File: src/rlx_pkg.sv
`default_nettype none
package rlx_pkg;
	// APB word offsets (byte addresses)
	localparam logic [7:0] RLX_OFF_FEATURE = 8'h04;
	localparam logic [7:0] RLX_OFF_COUNT = 8'h08;
	localparam logic [7:0] RLX_OFF_LOGSEL = 8'h0C;
	localparam logic [7:0] RLX_OFF_SECOFF = 8'h10;
	localparam logic [7:0] RLX_OFF_UPPER = 8'h14;
	localparam logic [7:0] RLX_OFF_DRVHEAD = 8'h18;
	localparam logic [7:0] RLX_OFF_OPCODE = 8'h1C;
	localparam logic [7:0] RLX_OFF_CTRL = 8'h20;
	localparam logic [7:0] RLX_OFF_FAULT = 8'h24;
	localparam logic [7:0] RLX_OFF_SUPPORT = 8'h28;
	localparam logic [7:0] RLX_OFF_XFER = 8'h2C;
	localparam logic [7:0] RLX_OFF_LOGSIZE = 8'h30;

	localparam logic [7:0] RLX_CMD_READ_LOG_EXT = 8'h2F;

	// Log addresses
	localparam logic [7:0] RLX_LOG_DIR = 8'h00;
	localparam logic [7:0] RLX_LOG_RSV1 = 8'h01;
	localparam logic [7:0] RLX_LOG_SMART_ERR = 8'h02;
	localparam logic [7:0] RLX_LOG_EXT_ERR = 8'h03;
	localparam logic [7:0] RLX_LOG_RSV4 = 8'h04;
	localparam logic [7:0] RLX_LOG_RSV5 = 8'h05;
	localparam logic [7:0] RLX_LOG_SELFTEST = 8'h06;
	localparam logic [7:0] RLX_LOG_EXT_ST = 8'h07;
	localparam logic [7:0] RLX_LOG_HOST_LO = 8'h80;
	localparam logic [7:0] RLX_LOG_HOST_HI = 8'h9F;
	localparam logic [7:0] RLX_LOG_DEV_LO = 8'hA0;
	localparam logic [7:0] RLX_LOG_DEV_HI = 8'hBF;
	localparam logic [15:0] RLX_HOST_LOG_SECTORS = 16'h0010;

	// Status bits
	localparam int RLX_ST_ERR = 0;
	localparam int RLX_ST_DRQ = 3;
	localparam int RLX_ST_DF = 5;
	localparam int RLX_ST_DEVICE_READY_FLAG = 6;
	localparam int RLX_ST_BSY = 7;
	// Error bits
	localparam int RLX_ER_COMMAND_ABORTED_FLAG = 2;
	localparam int RLX_ER_ID_NOT_FOUND_FLAG = 4;
	localparam int RLX_ER_UNC = 6;
	// Field positions
	localparam int RLX_DH_DEV = 4;
	localparam int RLX_CTRL_HOB = 0;
	localparam int RLX_CTRL_HOST_WR = 1;
	localparam int RLX_SUP_GPL = 0;
	localparam int RLX_SUP_SMART_ERR = 1;
	localparam int RLX_SUP_SMART_ST = 2;
	localparam int RLX_SUP_SMART = 3;
	localparam int RLX_SUP_DEV_VS = 4;
	localparam int RLX_SUP_UNC = 5;
	localparam int RLX_SUP_ID_NOT_FOUND_FLAG = 6;
	localparam int RLX_SUP_FAULT = 7;

	localparam logic [7:0] RLX_STATUS_RESET = 8'h40;
	localparam logic [7:0] RLX_ZERO8 = 8'h00;
	localparam logic [15:0] RLX_ZERO16 = 16'h0000;
	localparam logic [15:0] RLX_ONE16 = 16'h0001;
	localparam logic [15:0] RLX_FIXED_LOG_SECTORS = 16'h0001;
	localparam logic [7:0] RLX_ERR_ABORT = 8'h04;
	localparam logic [7:0] RLX_STATUS_ABORT = 8'h41;
	localparam logic [7:0] RLX_STATUS_BUSY = 8'h88;

	typedef struct packed {
		logic [7:0] prev;
		logic [7:0] cur;
	} rlx_pair_type;

	typedef struct packed {
		logic [15:0] count;
		logic [7:0] log_addr;
		logic [15:0] offset;
		logic zero_fill;
	} rlx_xfer_type;
endpackage
`default_nettype wire

File: src/rlx_read_log_ext.sv
// Notes on behaviour
// - Sector count is previous byte as 15:8, current byte as 7:0.
// - Log address is current byte of log_select; previous byte is reserved.
// - Sector offset is previous:current bytes of sector_offset.
// - Transfer begins at the offset sector regardless of requested count.
// - Logs 00h, 03h, 07h read-only; 01h, 04h-05h, 08h-7Fh, C0h-FFh reserved.
// - Logs 80h-9Fh host read/write; A0h-BFh device vendor access.
// - Log address 02h or 06h aborts the command.
// - Never-written host vendor log reads back as zeros.
// - A log exists only when its feature set is implemented.
// - Device vendor logs exist only if the vendor uses them.
// - Abort on unsupported command, feature set or invalid parameter values.
// - Success: busy 0, ready 1, fault 0, data request 0, error 0; the code takes fault from support bit 7, error from err_bits.
// - Drive select bit mirrors the selected device in all outputs; here it only reads back from drive_head_select_reg.
// - High-byte select chooses previous byte on parameter readback.
// - Extended error log holds the 28-bit error entries too.
// - Extended self-test log holds 28-bit and 48-bit entries.
// - Data moves device to host by PIO data-in.
// - One interrupt per data-request block transferred.
// - Abort when count is zero or exceeds the directory log size; the code aborts when offset plus count exceeds log_size.
// - Uncorrectable error bit set for any uncorrectable requested sector.
`default_nettype none
module rlx_read_log_ext
	import rlx_pkg::*;
#(
	parameter logic [15:0] DEV_VS_SECTORS = 16'h0001
) (
	input wire logic core_clk,
	input wire logic nrst,
	input wire logic psel,
	input wire logic penable,
	input wire logic pwrite,
	input wire logic [7:0] paddr,
	input wire logic [31:0] pwdata,
	output logic [31:0] prdata,
	output logic pready,
	output logic pslverr,
	input wire logic block_done,
	output logic xfer_start,
	output var rlx_xfer_type xfer_info,
	output logic block_irq
);

	// ----------------------------------------------------------------
	// Bus decode
	// ----------------------------------------------------------------
	logic setup;
	logic wr;
	logic rd;
	logic known;
	assign setup = psel && !penable;
	assign wr = setup && pwrite;
	assign rd = setup && !pwrite;
	always_comb begin
		unique case (paddr)
			RLX_OFF_FEATURE, RLX_OFF_COUNT, RLX_OFF_LOGSEL, RLX_OFF_SECOFF,
			RLX_OFF_UPPER, RLX_OFF_DRVHEAD, RLX_OFF_OPCODE, RLX_OFF_CTRL,
			RLX_OFF_FAULT, RLX_OFF_SUPPORT, RLX_OFF_XFER,
			RLX_OFF_LOGSIZE: known = 1'b1;
			default: known = 1'b0;
		endcase
	end

	// ----------------------------------------------------------------
	// Parameter pairs: write shifts current into previous
	// ----------------------------------------------------------------
	rlx_pair_type feature_parameter_reg;
	rlx_pair_type transfer_count_reg;
	rlx_pair_type log_select_reg;
	rlx_pair_type sector_offset_reg;
	rlx_pair_type upper_address_reg;
	logic [7:0] drive_head_select_reg;
	logic [7:0] ctrl_reg;
	logic [7:0] support_reg;

	function automatic rlx_pair_type push(rlx_pair_type p, logic [7:0] d);
		rlx_pair_type r;
		r.prev = p.cur;
		r.cur = d;
		return r;
	endfunction

	always_ff @(posedge core_clk) begin
		if (!nrst) begin
			feature_parameter_reg <= '0;
			transfer_count_reg <= '0;
			log_select_reg <= '0;
			sector_offset_reg <= '0;
			upper_address_reg <= '0;
			drive_head_select_reg <= RLX_ZERO8;
			ctrl_reg <= RLX_ZERO8;
			support_reg <= RLX_ZERO8;
		end else if (wr) begin
			unique case (paddr)
				RLX_OFF_FEATURE: feature_parameter_reg <=
					push(feature_parameter_reg, pwdata[7:0]);
				RLX_OFF_COUNT: transfer_count_reg <=
					push(transfer_count_reg, pwdata[7:0]);
				RLX_OFF_LOGSEL: log_select_reg <=
					push(log_select_reg, pwdata[7:0]);
				RLX_OFF_SECOFF: sector_offset_reg <=
					push(sector_offset_reg, pwdata[7:0]);
				RLX_OFF_UPPER: upper_address_reg <=
					push(upper_address_reg, pwdata[7:0]);
				RLX_OFF_DRVHEAD: drive_head_select_reg <= pwdata[7:0];
				RLX_OFF_CTRL: ctrl_reg <= pwdata[7:0];
				RLX_OFF_SUPPORT: support_reg <= pwdata[7:0];
				default: ;
			endcase
		end
	end

	// ----------------------------------------------------------------
	// Parameter decode
	// ----------------------------------------------------------------
	logic [15:0] count;
	logic [15:0] offset;
	logic [7:0] log_addr;
	logic [15:0] log_size;
	logic log_ok;
	logic host_log;
	logic dev_log;
	assign count = {transfer_count_reg.prev, transfer_count_reg.cur};
	assign log_addr = log_select_reg.cur;
	assign offset = {sector_offset_reg.prev, sector_offset_reg.cur};
	assign host_log = log_addr >= RLX_LOG_HOST_LO &&
		log_addr <= RLX_LOG_HOST_HI;
	assign dev_log = log_addr >= RLX_LOG_DEV_LO &&
		log_addr <= RLX_LOG_DEV_HI;

	// Reserved addresses fall to default, legacy-only 02h and 06h to their own item; both abort
	always_comb begin
		log_ok = 1'b0;
		log_size = RLX_ZERO16;
		if (host_log) begin
			log_ok = support_reg[RLX_SUP_SMART];
			log_size = RLX_HOST_LOG_SECTORS;
		end else if (dev_log) begin
			log_ok = support_reg[RLX_SUP_DEV_VS];
			log_size = DEV_VS_SECTORS;
		end else begin
			unique case (log_addr)
				RLX_LOG_DIR: begin
					log_ok = support_reg[RLX_SUP_GPL];
					log_size = RLX_FIXED_LOG_SECTORS;
				end
				// Ext logs carry 28- and 48-bit entries
				RLX_LOG_EXT_ERR: begin
					log_ok = support_reg[RLX_SUP_SMART_ERR];
					log_size = RLX_FIXED_LOG_SECTORS;
				end
				RLX_LOG_EXT_ST: begin
					log_ok = support_reg[RLX_SUP_SMART_ST];
					log_size = RLX_FIXED_LOG_SECTORS;
				end
				RLX_LOG_SMART_ERR, RLX_LOG_SELFTEST: log_ok = 1'b0;
				default: log_ok = 1'b0;
			endcase
		end
	end

	logic [16:0] last_sector;
	logic abort;
	assign last_sector = {1'b0, offset} + {1'b0, count};
	assign abort = !support_reg[RLX_SUP_GPL] || !log_ok ||
		feature_parameter_reg != '0 || upper_address_reg != '0 ||
		count == RLX_ZERO16 || last_sector > {1'b0, log_size};

	// ----------------------------------------------------------------
	// Command execution
	// ----------------------------------------------------------------
	typedef enum logic [2:0] {
		RLX_IDLE = 3'b001,
		RLX_XFER = 3'b010,
		RLX_DONE = 3'b100
	} rlx_state_type;
	rlx_state_type state_reg;
	logic [7:0] completion_state_reg;
	logic [7:0] fault_cause_reg;
	logic [15:0] remain_reg;
	logic cmd_go;
	assign cmd_go = wr && paddr == RLX_OFF_OPCODE &&
		pwdata[7:0] == RLX_CMD_READ_LOG_EXT;
	logic bad_cmd;
	assign bad_cmd = wr && paddr == RLX_OFF_OPCODE &&
		pwdata[7:0] != RLX_CMD_READ_LOG_EXT;

	logic [7:0] err_bits;
	assign err_bits = {1'b0, support_reg[RLX_SUP_UNC], 1'b0,
		support_reg[RLX_SUP_ID_NOT_FOUND_FLAG], 3'b000, 1'b0};

	always_ff @(posedge core_clk) begin
		if (!nrst) begin
			state_reg <= RLX_IDLE;
			completion_state_reg <= RLX_STATUS_RESET;
			fault_cause_reg <= RLX_ZERO8;
			remain_reg <= RLX_ZERO16;
			xfer_start <= 1'b0;
			xfer_info <= '0;
			block_irq <= 1'b0;
		end else begin
			xfer_start <= 1'b0;
			block_irq <= 1'b0;
			unique case (state_reg)
				RLX_IDLE: begin
					if (bad_cmd) begin
						fault_cause_reg <= RLX_ERR_ABORT;
						completion_state_reg <= RLX_STATUS_ABORT;
					end else if (cmd_go && abort) begin
						fault_cause_reg <= RLX_ERR_ABORT;
						completion_state_reg <= RLX_STATUS_ABORT;
					end else if (cmd_go) begin
						fault_cause_reg <= RLX_ZERO8;
						completion_state_reg <= RLX_STATUS_BUSY;
						remain_reg <= count;
						xfer_start <= 1'b1;
						xfer_info.count <= count;
						xfer_info.log_addr <= log_addr;
						xfer_info.offset <= offset;
						xfer_info.zero_fill <= host_log &&
							!ctrl_reg[RLX_CTRL_HOST_WR];
						state_reg <= RLX_XFER;
					end
				end
				RLX_XFER: begin
					if (block_done) begin
						block_irq <= 1'b1;
						remain_reg <= remain_reg - RLX_ONE16;
						if (remain_reg == RLX_ONE16)
							state_reg <= RLX_DONE;
					end
				end
				RLX_DONE: begin
					state_reg <= RLX_IDLE;
					fault_cause_reg <= err_bits;
					// Ready set, busy and request clear either way
					completion_state_reg <= {1'b0, 1'b1,
						support_reg[RLX_SUP_FAULT], 1'b0, 1'b0, 2'b00,
						err_bits != RLX_ZERO8};
				end
				default: state_reg <= RLX_IDLE;
			endcase
		end
	end

	// ----------------------------------------------------------------
	// Read path
	// ----------------------------------------------------------------
	logic high_byte_readback_select;
	assign high_byte_readback_select = ctrl_reg[RLX_CTRL_HOB];
	function automatic logic [7:0] pick(rlx_pair_type p, logic h);
		return h ? p.prev : p.cur;
	endfunction

	always_ff @(posedge core_clk) begin
		if (!nrst) begin
			prdata <= '0;
			pready <= 1'b0;
			pslverr <= 1'b0;
		end else begin
			pready <= setup;
			pslverr <= setup && !known;
			prdata <= '0;
			if (rd) begin
				unique case (paddr)
					RLX_OFF_COUNT:
						prdata[7:0] <= pick(transfer_count_reg, high_byte_readback_select);
					RLX_OFF_LOGSEL:
						prdata[7:0] <= pick(log_select_reg, high_byte_readback_select);
					RLX_OFF_SECOFF:
						prdata[7:0] <= pick(sector_offset_reg, high_byte_readback_select);
					RLX_OFF_UPPER:
						prdata[7:0] <= pick(upper_address_reg, high_byte_readback_select);
					RLX_OFF_DRVHEAD:
						prdata[7:0] <= drive_head_select_reg;
					RLX_OFF_OPCODE: prdata[7:0] <= completion_state_reg;
					RLX_OFF_CTRL: prdata[7:0] <= ctrl_reg;
					RLX_OFF_FAULT: prdata[7:0] <= fault_cause_reg;
					RLX_OFF_SUPPORT: prdata[7:0] <= support_reg;
					RLX_OFF_XFER: prdata[15:0] <= remain_reg;
					RLX_OFF_LOGSIZE: prdata[15:0] <= log_size;
					default: ;
				endcase
			end
		end
	end

endmodule
`default_nettype wire

File: config.mk
export PLATFORM = sky130hd
export DESIGN_NAME = rlx_read_log_ext
export DESIGN_NICKNAME = d
export VERILOG_FILES = /design/src/rlx_pkg.sv /design/src/rlx_read_log_ext.sv
export SDC_FILE = /design/constraint.sdc
export NUM_CORES = 1
export LEC_CHECK = 0
export ABC_AREA = 0
export BUFFER_PORTS_ARGS = -buffer_cell sky130_fd_sc_hd__buf_2
export CAP_MARGIN = 10
export CORE_UTILIZATION = 25
export DETAILED_ROUTE_END_ITERATION = 10
export HOLD_SLACK_MARGIN = 0.02
export PLACE_DENSITY = 0.41
export SYNTH_ARGS = -nofsm -noshare
export SYNTH_HDL_FRONTEND = slang
export SYNTH_SLANG_ARGS = --single-unit
File: constraint.sdc
create_clock -name core_clk -period 5.8 [get_ports core_clk]
set_clock_uncertainty 0.1 [all_clocks]
set_input_delay 1.16 -clock core_clk [delete_from_list [all_inputs] [get_ports core_clk]]
set_output_delay 1.16 -clock core_clk [all_outputs]
set_load 0.005 [all_outputs]
### Word level (Yosys, flattened, before mapping)

Index checks and enable logic that the tools add are counted.

| storage, ports and cells | value |
|---|---|
| register bits | 216 |
| latch bits | 0 |
| memory bits (writable) | 0 |
| memory bits (read-only) | 0 |
| output and inout port bits | 77 |
| logic and storage cells | 144 |
| memories kept | 0 |

| operators by class | value |
|---|---|
| add/sub/neg operators | 2 |
| multiply operators | 0 |
| div/mod/pow operators | 0 |
| order comparisons | 5 |
| equality and inequality tests | 26 |
| shift-type cells | 0 |
| multiplexer cells | 34 |
| bitwise logic cells | 4 |
| reductions and logical operators | 46 |

Operators by type and width:

| kind | count |
|---|---|
| one-hot mux 8 bit (11 select lines) | 1 |
| two-way mux 8 bit | 10 |
| two-way mux 16 bit | 4 |
| equality test 8 x 6 -> 1 bit (second input constant) | 6 |
| one-hot mux 8 bit (2 select lines) | 3 |
| equality test 8 x 5 -> 1 bit (second input constant) | 4 |
| one-hot mux 16 bit (2 select lines) | 1 |
| nonzero test 16 bit | 2 |
| AND reduction 2 bit | 11 |
| adder 16 x 16 -> 17 bit | 1 |
| > comparator 17 x 16 -> 1 bit | 1 |
| equality test 16 x 1 -> 1 bit (second input constant) | 1 |
| equality test 8 x 3 -> 1 bit (second input constant) | 2 |
| equality test 8 x 4 -> 1 bit (second input constant) | 2 |
| greater-or-equal comparator 8 bit (second input constant) | 2 |
| less-or-equal comparator 8 bit (second input constant) | 2 |
| zero test 16 bit | 1 |
| subtractor 16 x 1 -> 16 bit (second input constant) | 1 |
| two-way mux 3 bit | 5 |
| OR reduction 12 bit | 1 |
| logical AND 1 bit | 11 |
| inequality test 2 bit (second input constant) | 5 |
| AND reduction 5 bit | 2 |
| equality test 8 x 2 -> 1 bit (second input constant) | 1 |
| other kinds (18) | 37 |

### Depth between registers and ports, before layout

Gate-level depths: netlist (run 1).

| logic depth | value |
|---|---|
| depth after elaboration | 14 |
| gate-level depth with buffers | 16 |
| gate-level depth less buffers | 14 |

### Least setup slack after synthesis (run 1)

Ideal clock, no wire load.

| timing path | value |
|---|---|
| kind | reg2reg |
| start | register transfer_count_reg, in the netlist count[0] |
| end | register remain_reg[11] |
| setup time | 0.131 ns |
| data arrival time | 4.016 ns |
| required time | 5.569 ns |
| slack | 1.553 ns |
| cell stages (with the launch flop) | 16 |
| buffers on the path | 1 |
| cells stage by stage | dfxtp_1 > ha_1 > fa_1 > a21o_1 > a21oi_1 > xnor2_1 > ha_1 > a21boi_0 > or4_1 > or4_1 > a2111oi_0 > and4b_1 > nand4_2 > buf_2 > a221oi_2 > o21ai_1 |

| between the ends | value |
|---|---|
| longest elaborated chain between the ends | 6 |

RTL lines:

| element | line | source |
|---|---|---|
| from (decl) | rlx_read_log_ext.sv:68 | `rlx_pair_type transfer_count_reg;` |
| from (signal assigned) | rlx_read_log_ext.sv:97 | `RLX_OFF_COUNT: transfer_count_reg <=` |
| adder 16 x 16 -> 17 bit or zero test 16 bit (tied branches) | rlx_read_log_ext.sv:164, rlx_read_log_ext.sv:167 |  |
| > comparator 17 x 16 -> 1 bit or logical OR 1 bit (tied branches) | rlx_read_log_ext.sv:167, rlx_read_log_ext.sv:166 |  |
| logical OR 1 bit (*) | rlx_read_log_ext.sv:167 | `count == RLX_ZERO16 \|\| last_sector > {1'b0, log_size};` |
| logical AND 1 bit (*) | rlx_read_log_ext.sv:209 | `end else if (cmd_go && abort) begin` |
| inequality test 2 bit (no source line) (*) | n/a |  |
| AND reduction 5 bit (no source line) (*) | n/a |  |
| to (signal assigned) | rlx_read_log_ext.sv:215 | `remain_reg <= count;` |
| to (signal assigned) | rlx_read_log_ext.sv:228 | `remain_reg <= remain_reg - RLX_ONE16;` |
| to (decl) | rlx_read_log_ext.sv:180 | `logic [15:0] remain_reg;` |

Every way passes the cells marked *; elsewhere a longest branch is shown, timed or not.
A chain may end at the register's enable or synchronous reset.

### Worst setup path in the final report (run 1)

| timing path | value |
|---|---|
| start | register sector_offset_reg, in the netlist offset[0] |
| end | register xfer_info[0] (netlist name) |

| between the ends | value |
|---|---|
| longest elaborated chain between the ends | 6 |

RTL lines:

| element | line | source |
|---|---|---|
| from (decl) | rlx_read_log_ext.sv:70 | `rlx_pair_type sector_offset_reg;` |
| from (signal assigned) | rlx_read_log_ext.sv:101 | `RLX_OFF_SECOFF: sector_offset_reg <=` |
| adder 16 x 16 -> 17 bit | rlx_read_log_ext.sv:164 | `assign last_sector = {1'b0, offset} + {1'b0, count};` |
| > comparator 17 x 16 -> 1 bit | rlx_read_log_ext.sv:167 |  |
| logical OR 1 bit | rlx_read_log_ext.sv:167 |  |
| logical AND 1 bit | rlx_read_log_ext.sv:209 |  |
| NOT 1 bit (no source line) | n/a |  |
| AND reduction 4 bit (no source line) | n/a |  |
| to (decl) | rlx_read_log_ext.sv:40 | `output var rlx_xfer_type xfer_info,` |

Every way passes these cells.

==> impl_metrics.env, run 1 <==
export IMPL_status="finished clean"
export IMPL_synth_cells=1195
export IMPL_seqPwrFrac_pct=49.3
export IMPL_crit_required_ns=6.07
export IMPL_r2r_slack_ns=0.29
export IMPL_slowest_stage="or4_1"
export IMPL_rr_endpoint="xfer_info[0]"
export IMPL_area_growth_pct=15.05
export IMPL_fp_dieW_um=198.2
export IMPL_coreArea_um2=37760
export IMPL_htree_levels=4
export IMPL_largest_register_ffs=41
export IMPL_nets=1301
export IMPL_r2r_cells=16
export IMPL_die_area_um2=39290
export IMPL_clk_latency_ns=0.45
export IMPL_synth_area_leaders="dfxtp_1 (40%), nand2_1 (9.6%), a21oi_1 (7.4%)"
export IMPL_fin_setup_tns_ns=0
export IMPL_cts_path_max_buffers=2
export IMPL_max_stage_delay_ns=0.62
export IMPL_muxShareOfSynthArea_pct=6.993
export IMPL_drt_iter0_drc=654
export IMPL_syn_area_um2=9625
export IMPL_grt_util_met3_pct=3.321
export IMPL_hold_violations=0
export IMPL_worstSetupPathType="flip-flop to flip-flop"
export IMPL_final_core_util_pct=29.33
export IMPL_root_buffer="clkbuf_16"
export IMPL_holdPathStages=2
export IMPL_synthXorXnorAreaFrac_pct=0.5460
export IMPL_critical_path_top_delay_family="simple AND/OR/NAND/NOR gates"
export IMPL_path_buf_inv=2
export IMPL_synth_top_area_cell="dfxtp_1"
export IMPL_maxSlewHeadroom_pct=20.05
export IMPL_dr_pass1_iters=5
export IMPL_stdcell_area_um2=11070
export IMPL_fin_cells=1758
export IMPL_place_inst=1726
export IMPL_post_cts_resize_count=0
export IMPL_cts_tree="done"
export IMPL_synth_compound_area_share_pct=19.51
export IMPL_ir_drop_uv=155.7
export IMPL_synthSimpleGateAreaFrac_pct=25.20
export IMPL_synth_top_family_by_area="simple AND/OR/NAND/NOR gates"
export IMPL_cts_buffers=17
export IMPL_globalplace_congestion=0.8672
export IMPL_vias=8910
export IMPL_p_total_mw=2.661
export IMPL_clk_pin_slew_ns=0.07
export IMPL_hold_path_class="flip-flop to flip-flop"
export IMPL_insertedDiodeCount=0
export IMPL_p_comb_share_pct=2.7
export IMPL_drt_wl_total_um=35400
export IMPL_pwr_share_clk_pct=48.0
export IMPL_min_delay_start="xfer_info[16]"
export IMPL_fp_dieH_um=198.2
export IMPL_row_count=71
export IMPL_min_to="xfer_info[16]"
export IMPL_grt_pass1_vias=8389
export IMPL_ys_flop_type="dfxtp_1"
export IMPL_grt_ovfl_total=0
export IMPL_synth_distinct_cells=76
export IMPL_intPower_mw=2.054
export IMPL_ios=123
export IMPL_grt_use_met1_pct=24.37
export IMPL_port_buffers=82
export IMPL_cp_end_kind="flip-flop"
export IMPL_power_switching_uw=607.6
export IMPL_finalCritPeriodShare_pct=94.98
export IMPL_cts_sinks=191
export IMPL_worst_pin_slew_ns=1.195
export IMPL_dp_hpwl_um=24940
export IMPL_crit_chain="ha_1 > fa_1 > a21o_1 > a21oi_1 > xnor2_1 > ha_1 > a21boi_0 > or4_1 > or4_1 > a2111oi_0 > buf_4 > and4b_1 > nand4_2 > buf_4 > or3_1 > a21oi_1"
export IMPL_cts_setup_buffers=0
export IMPL_synth_top_cell_area_share_pct=39.72
export IMPL_synth_adder_area_share_pct=2.808
export IMPL_synthArstFlopShare_pct=0
export IMPL_place_area_um2=10450
export IMPL_post_route_drc_count=0
export IMPL_grt_total_usage_pct=18.23
export IMPL_seq_area_frac_synth_pct=39.72
export IMPL_finalMaxSlewViolations=0
export IMPL_num_fill_cells=4111
export IMPL_grt_max_degree=95
export IMPL_ant_nets=0
export IMPL_max_freq_mhz=181.5
export IMPL_p_leak_nw=4.332
export IMPL_via_per_inst=5.068
export IMPL_top_register="xfer_info"
export IMPL_critPathMaxFanout=20
export IMPL_yosysWarnings=0
export IMPL_swShare_pct=22.83
export IMPL_globalRoute_busiestLayer="met2"
export IMPL_start_kind="flip-flop"
export IMPL_rsz0062_at_grt="no"
export IMPL_grtUsageMet2_pct=29.45
export IMPL_antenna_found_initial=0
export IMPL_wl_per_cell_um=20.14
export IMPL_grt_pass1_wl_um=53420
export IMPL_powerDensity_nw_per_um2=240.3
export IMPL_timing_rr_start="offset[0]"
export IMPL_crit_path_start="offset[0]"
export IMPL_setup_violations=0
export IMPL_synth_edf_count=0
export IMPL_cts_hold_buffers=0
export IMPL_initial_utilization_pct=25.49
export IMPL_cp_arrival_ns=5.78
export IMPL_maxCapViolations=0
export IMPL_fin_crit_ns=5.509
export IMPL_drive_gt1_share_pct=13.87
export IMPL_synth_area_per_cell_um2=8.055
export IMPL_synth_seq_cells=191
-- kinds of logic after synthesis --
| kind of cell | count (synthesis) |
|---|---|
| adder cells (fa/ha/maj) | 21 |
| other | 1 |
| flip-flops | 191 |
| AND/OR/NAND/NOR | 515 |
| multiplexers | 66 |
| XOR/XNOR | 6 |
| AO/OA/AOI/OAI | 288 |
| buffers and inverters | 107 |
-- area by class of cell --
type                            instances  area, um2  area share, %
Clock buffer                           21      480.5          4.338
Clock inverter                         11      148.9          1.344
Inverter                                8      32.53         0.2938
Multi-Input combinational cell        912       5361          48.41
Sequential cell                       191       3824          34.53
Tap cell                              511      639.4          5.773
Timing Repair Buffer                  104      588.1          5.310
-- cell usage in the layout (no fill, tap or decap), types with 8 or more instances in the layout --
| master | n |
|---|---|
| a21o_1 | 10 |
| a21oi_1 | 143 |
| a221oi_1 | 11 |
| a31oi_1 | 11 |
| and3_1 | 15 |
| buf_2 | 82 |
| buf_4 | 21 |
| clkbuf_16 | 17 |
| conb_1 | 16 |
| dfxtp_1 | 191 |
| ha_1 | 20 |
| mux2_2 | 10 |
| mux2i_1 | 56 |
| nand2_1 | 247 |
| nand3_1 | 41 |
| nand4_1 | 22 |
| nor2_1 | 84 |
| nor2b_1 | 8 |
| nor3_1 | 9 |
| nor4_1 | 23 |
| o211ai_1 | 11 |
| o21ai_0 | 19 |
| or3_1 | 9 |
| or4_1 | 8 |
-- cell usage after synthesis, types with 8 or more instances --
cell type	count
nand2_1	247
dfxtp_1	191
a21oi_1	143
nor2_1	84
clkbuf_1	69
mux2i_1	56
nand3_1	41
nor4_1	23
nand4_1	22
ha_1	20
o21ai_0	19
buf_4	18
and3_1	15
a221oi_1	11
a31oi_1	11
o211ai_1	11
a21o_1	10
mux2_2	10
nor3_1	9
or3_1	9
nor2b_1	8
or4_1	8
-- worst min-delay path, delay by kind of cell (launching register included) --
kind            cells  cell delay, ns
compound gates      1            0.05
flops               1            0.31
simple gates        1            0.05
-- how the worst max path moves through the flow --
stage | to | slack [ns] | cells after the start
final | xfer_info[0] | 0.29 | 16
after global routing | xfer_info[0] | 0.20 | 16
after CTS | xfer_info[0] | 0.38 | 16
after detailed placement | xfer_info[0] | 0.42 | 16
after global placement | xfer_info[0] | 0.52 | 16
after floorplan | remain_reg[11] | 1.55 | 15
-- metrics by stage --
stage / hold slack, ns / setup WS [ns]
5_1_grt: 0.3660 / 0.1997
3_3_place_gp: 0.3371 / 0.5166
6_report: 0.3481 / 0.2909
2_1_floorplan: 0.3329 / 1.553
4_1_cts: 0.3519 / 0.3832
3_5_place_dp: 0.3415 / 0.4220
-- metal layers --
metal | vias up | share of wire, %
li1 | 4371 | -
met1 | 4311 | 47
met2 | 196 | 47
met3 | 32 | 4.1
met4 | 0 | 2.1
met5 | - | 0
-- power groups by stage --
stage	Combinational, mW	Sequential, mW	Clock [mW]
3_5_place_dp	0.0719	1.34	0
5_1_grt	0.0784	1.31	1.37
6_report	0.0723	1.31	1.28
3_3_place_gp	0.0729	1.34	0
4_1_cts	0.0726	1.31	1.32
2_1_floorplan	0.0488	1.34	0
Note: power is estimated with default switching activity, not from simulation.
==> run 2, diff against run 1 <==
Settings changed: RECOVER_POWER set to 100.
==> run 2 against run 1 <==
Net effect: the flow now finishes with violations (capacitance limit, slew limit); via count is essentially flat; final cell count is the same; non-clock buffer count is the same; sequential power is essentially flat; worst setup slack gained 0.0022 ns; flip-flop and latch count is the same; routed wire length grew 0.21%; die area is the same; hold slack gained 0.00052 ns; clock power is essentially flat; count of clock-buffer cells in the layout is the same; largest cell class unchanged.
==> impl_metrics.env, run 2 (synthesis results as in run 1) <==
export IMPL_cp_arrival_ns=5.74
export IMPL_crit_path_start="offset[0]"
export IMPL_rr_endpoint="xfer_info[2]"
export IMPL_insertedDiodeCount=0
export IMPL_coreArea_um2=37760
export IMPL_drt_wl_total_um=35480
export IMPL_die_area_um2=39290
export IMPL_cts_sinks=191
export IMPL_grt_max_degree=95
export IMPL_ios=123
export IMPL_largest_register_ffs=41
export IMPL_layout_common_cells="nand2_1 (247), dfxtp_1 (191), a21oi_1 (144), nor2_1 (84), mux2i_1 (56)"
export IMPL_area_growth_pct=14.08
export IMPL_row_count=71
export IMPL_top_register="xfer_info"
export IMPL_hold_path_class="flip-flop to flip-flop"
export IMPL_holdPathStages=2
export IMPL_r2r_slack_ns=0.29
export IMPL_crit_required_ns=6.04
export IMPL_cts_path_max_buffers=2
export IMPL_place_area_um2=10450
export IMPL_status="complete, but fails checks"
export IMPL_setup_violations=0
export IMPL_fin_crit_ns=5.507
export IMPL_globalplace_congestion=0.8672
export IMPL_cts_setup_buffers=0
export IMPL_final_common_cell="nand2_1"
export IMPL_dr_pass1_iters=5
export IMPL_maxSlewHeadroom_pct=-44.36
export IMPL_cp_end_kind="flip-flop"
export IMPL_worst_pin_slew_ns=2.165
export IMPL_stdcell_area_um2=10980
export IMPL_powerDensity_nw_per_um2=242.4
export IMPL_fin_hold_ws_ns=0.3486
export IMPL_antenna_found_initial=0
export IMPL_timing_rr_start="offset[0]"
export IMPL_slowest_stage="or4_1"
export IMPL_finalMaxSlewViolations=95
export IMPL_port_buffers=82
export IMPL_critPathMaxFanout=25
export IMPL_drive_gt1_share_pct=9.302
export IMPL_initial_utilization_pct=25.49
export IMPL_drt_iter0_drc=700
export IMPL_max_freq_mhz=181.6
export IMPL_ant_nets=0
export IMPL_grt_pass1_vias=8389
export IMPL_cts_buffers=17
export IMPL_fp_dieW_um=198.2
export IMPL_wl_per_cell_um=20.18
export IMPL_ir_drop_uv=155.6
export IMPL_start_kind="flip-flop"
export IMPL_nets=1301
export IMPL_htree_levels=4
export IMPL_rsz0062_at_grt="no"
export IMPL_finalCritPeriodShare_pct=94.95
export IMPL_root_buffer="clkbuf_16"
export IMPL_p_leak_nw=4.093
export IMPL_maxCapViolations=1
export IMPL_crit_chain="ha_1 > fa_1 > a21o_1 > a21oi_1 > xnor2_1 > ha_1 > a21boi_0 > or4_1 > or4_1 > a2111oi_0 > buf_4 > and4b_1 > and4_1 > buf_12 > nand2_1 > a21oi_1"
export IMPL_post_cts_resize_count=0
export IMPL_grt_total_usage_pct=18.23
export IMPL_r2r_cells=16
export IMPL_final_core_util_pct=29.08
export IMPL_cts_tree="done"
export IMPL_cts_hold_buffers=0
export IMPL_violations="capacitance limit, slew limit"
export IMPL_grt_pass1_wl_um=53420
export IMPL_crit_path_end="xfer_info[2]"
export IMPL_hold_violations=0
export IMPL_clk_pin_slew_ns=0.07
export IMPL_dp_hpwl_um=24940
export IMPL_grt_ovfl_total=0
export IMPL_max_stage_delay_ns=0.61
export IMPL_worstSetupPathType="flip-flop to flip-flop"
export IMPL_clk_latency_ns=0.45
export IMPL_fp_dieH_um=198.2
export IMPL_via_per_inst=5.066
export IMPL_vias=8906
export IMPL_fin_setup_tns_ns=0
export IMPL_post_route_drc_count=0
==> run 2: worst max-delay path, delay by kind of cell (launching register included) <==
| kind | cells | cell delay (ns) |
|---|---|---|
| adders and majority gates | 3 | 1.04 |
| xor gates and xnor gates | 1 | 0.11 |
| and+or+nand+nor | 5 | 1.95 |
| DFF | 1 | 0.39 |
| buffers and inverters | 2 | 0.43 |
| AOI/OAI and AO/OA | 5 | 1.37 |
==> run 2: worst min-delay path by stage <==
stage | from | end
after floorplan | log_select_reg[11] | log_select_reg[11]
after global placement | xfer_info[16] | xfer_info[16]
after detailed placement | xfer_info[14] | xfer_info[14]
after CTS | xfer_info[36] | xfer_info[36]
after global routing | xfer_info[0] | xfer_info[0]
final | xfer_info[24] | xfer_info[24]
==> run 2: power by group <==
group          leakage (nW)  internal [mW]  switching, mW
registers              1.54           1.31       0.000366
logic                  2.24         0.0127         0.0588
clock network         0.315          0.730          0.549
==> run 2: layer usage <==
layer | GRT usage (%) | vias to the layer above | wire (um)
met5 | 0 | - | 0
met4 | 5.828 | 0 | 741
met3 | 3.321 | 34 | 1568
met2 | 29.45 | 198 | 16600
met1 | 24.37 | 4302 | 16560
li1 | - | 4372 | -
==> run 2: final cells by class <==
| class | instances | area, um2 |
|---|---|---|
| clock buffer | 21 | 480.5 |
| clock inverter | 11 | 148.9 |
| fill | 4118 | 26770 |
| inverter | 8 | 32.53 |
| multi-input combinational | 912 | 5351 |
| sequential | 191 | 3824 |
| tap | 511 | 639.4 |
| timing repair buffer | 104 | 504.2 |
==> run 2: stage by stage <==
stage | instances | total power [mW] | setup slack (ns)
floorplan | 1210 | 1.391 | 1.553
global placement | 1726 | 1.415 | 0.5166
detailed placement | 1726 | 1.414 | 0.4220
CTS | 1758 | 2.704 | 0.3832
global route | 1758 | 2.761 | 0.1291
finish | 1758 | 2.661 | 0.2930
==> run 3, diff against run 2 <==
Settings changed: CORE_ASPECT_RATIO set to 1.1, CORE_UTILIZATION 25 to 45, PLACE_DENSITY 0.41 to 0.65.
Clock period 5.8 ns to 6 ns, I/O delays scaled along.
==> run 3 against run 2 <==
Net effect: the flow still finishes with violations (capacitance limit, slew limit); clock power decreased by 13%; count of clock-buffer cells in the layout increased by 2; routed wire length decreased by 15%; sequential share of layout area increased by 1.2 points; via count increased by 1.1%; final area decreased by 3.3%; global-route usage increased by 9.3 points; hold slack got worse by 0.0020 ns; non-clock buffer count decreased by 6; worst setup slack improved by 0.12 ns; highest routed layer unchanged.
==> impl_metrics.env, run 3 (synthesis results as in run 1) <==
export IMPL_status="complete, but fails checks"
export IMPL_violations="capacitance limit, slew limit"
export IMPL_cts_sinks=191
export IMPL_routed_wl_met3_um=1996
export IMPL_highest_layer="met4"
export IMPL_cts_setup_buffers=0
export IMPL_powerDensity_nw_per_um2=230.7
export IMPL_nets=1295
export IMPL_wl_met1_um=13060
export IMPL_clk_pin_slew_ns=0.07
export IMPL_drive_gt1_share_pct=11.20
export IMPL_worstSetupPathType="flip-flop to flip-flop"
export IMPL_grt_max_degree=92
export IMPL_drt_wl_total_um=30080
export IMPL_cts_tree="done"
export IMPL_fp_dieW_um=141.4
export IMPL_dp_hpwl_um=20620
export IMPL_post_cts_resize_count=0
export IMPL_largest_register_ffs=41
export IMPL_globalplace_congestion=0.9261
export IMPL_max_freq_mhz=178.9
export IMPL_clk_latency_ns=0.44
export IMPL_finalCritPeriodShare_pct=93.15
export IMPL_drt_iter0_drc=981
export IMPL_fin_crit_ns=5.589
export IMPL_area_growth_pct=10.32
export IMPL_via_per_inst=5.900
export IMPL_fin_setup_tns_ns=0
export IMPL_port_buffers=82
export IMPL_cts_buffers=17
export IMPL_p_leak_nw=4.161
export IMPL_initial_utilization_pct=46.32
export IMPL_grt_ovfl_total=0
export IMPL_max_stage_delay_ns=0.67
export IMPL_crit_required_ns=6.23
export IMPL_cts_hold_buffers=0
export IMPL_post_route_drc_count=0
export IMPL_critPathMaxFanout=25
export IMPL_cp_arrival_ns=5.82
export IMPL_hold_path_class="flip-flop to flip-flop"
export IMPL_top_register="xfer_info"
export IMPL_cts_path_max_buffers=2
export IMPL_holdPathStages=2
export IMPL_grt_pass1_vias=8253
export IMPL_hold_violations=0
export IMPL_ir_drop_uv=199.8
export IMPL_insertedDiodeCount=0
export IMPL_wl_met2_um=14110
export IMPL_finalMaxSlewViolations=92
export IMPL_worst_pin_slew_ns=2.886
export IMPL_row_count=55
export IMPL_crit_chain="ha_1 > fa_1 > a21o_1 > a21oi_1 > xnor2_1 > ha_1 > a21boi_0 > or4_1 > or4_1 > a2111oi_0 > and4b_1 > nand4_2 > clkbuf_2 > or3_1 > a21oi_1"
export IMPL_ant_nets=0
export IMPL_dr_pass1_iters=5
export IMPL_grt_total_usage_pct=27.50
export IMPL_cp_end_kind="flip-flop"
export IMPL_die_area_um2=21980
export IMPL_layout_common_cells="nand2_1 (247), dfxtp_1 (191), a21oi_1 (144), nor2_1 (84), buf_2 (64)"
export IMPL_final_common_cell="nand2_1"
export IMPL_slowest_stage="a2111oi_0"
export IMPL_coreArea_um2=20780
export IMPL_fp_dieH_um=155.4
export IMPL_htree_levels=4
export IMPL_maxCapViolations=1
export IMPL_antenna_found_initial=0
export IMPL_vias=9003
export IMPL_rsz0062_at_grt="no"
export IMPL_num_fill_cells=2082
export IMPL_wl_per_cell_um=19.71
export IMPL_maxSlewHeadroom_pct=-92.64
export IMPL_setup_violations=0
export IMPL_root_buffer="clkbuf_16"
export IMPL_p_total_mw=2.449
export IMPL_ios=123
export IMPL_grt_pass1_wl_um=46840
export IMPL_r2r_cells=15
export IMPL_start_kind="flip-flop"
## run 3: layout make-up
type | count | area, um2 | area share, %
Tap cell | 285 | 356.6 | 3.358
Clock buffer | 23 | 467.9 | 4.407
Inverter | 8 | 30.03 | 0.2828
Sequential cell | 191 | 3824 | 36.01
Timing Repair Buffer | 98 | 499.2 | 4.701
Clock inverter | 9 | 98.84 | 0.9308
Multi-Input combinational cell | 912 | 5343 | 50.31
## run 3: worst max-delay path, delay by kind of cell (launching register included)
| family | cells | cell delay (ns) |
|---|---|---|
| XOR/XNOR | 1 | 0.09 |
| buffers and inverters | 1 | 0.41 |
| AO/OA/AOI/OAI | 5 | 1.43 |
| AND/OR/NAND/NOR | 5 | 2.02 |
| adder cells (fa/ha/maj) | 3 | 1.03 |
| flip-flops | 1 | 0.38 |
## run 3: metal layers
| metal | global-route usage, % | up-vias |
|---|---|---|
| li1 | - | 4344 |
| met1 | 36.14 | 4264 |
| met2 | 44.55 | 341 |
| met3 | 5.109 | 54 |
| met4 | 10.75 | 0 |
| met5 | 0 | - |
## run 3: where the power goes
group | total, mW | internal [mW] | switching, mW
Combinational | 0.0643 | 0.0126 | 0.0517
Sequential | 1.27 | 1.27 | 0.000331
Clock | 1.12 | 0.602 | 0.516
Total | 2.45 | 1.88 | 0.568
## run 3: path summary, 6_finish.rpt
check | start | slack (ns) | to
max | offset[0] | 0.41 | xfer_info[0]
min | xfer_info[11] | 0.35 | xfer_info[11]
max reg2reg | offset[0] | 0.41 | xfer_info[0]
min reg2reg | xfer_info[11] | 0.35 | xfer_info[11]
## run 3: through the flow
| stage | instance area [um2] | hold slack, ns | utilization [%] | setup WS (ns) | cells |
|---|---|---|---|---|---|
| final | 10620 | 0.3466 | 51.10 | 0.4108 | 1526 |
| after detailed placement | 10100 | 0.3415 | 48.62 | 0.7506 | 1494 |
| after global placement | 10100 | 0.3362 | 48.62 | 0.7969 | 1494 |
| after global routing | 10620 | 0.3663 | 51.10 | 0.1761 | 1526 |
| after CTS | 10670 | 0.3510 | 51.34 | 0.6402 | 1526 |
| after floorplan | 9682 | 0.3329 | - | 1.753 | 1210 |
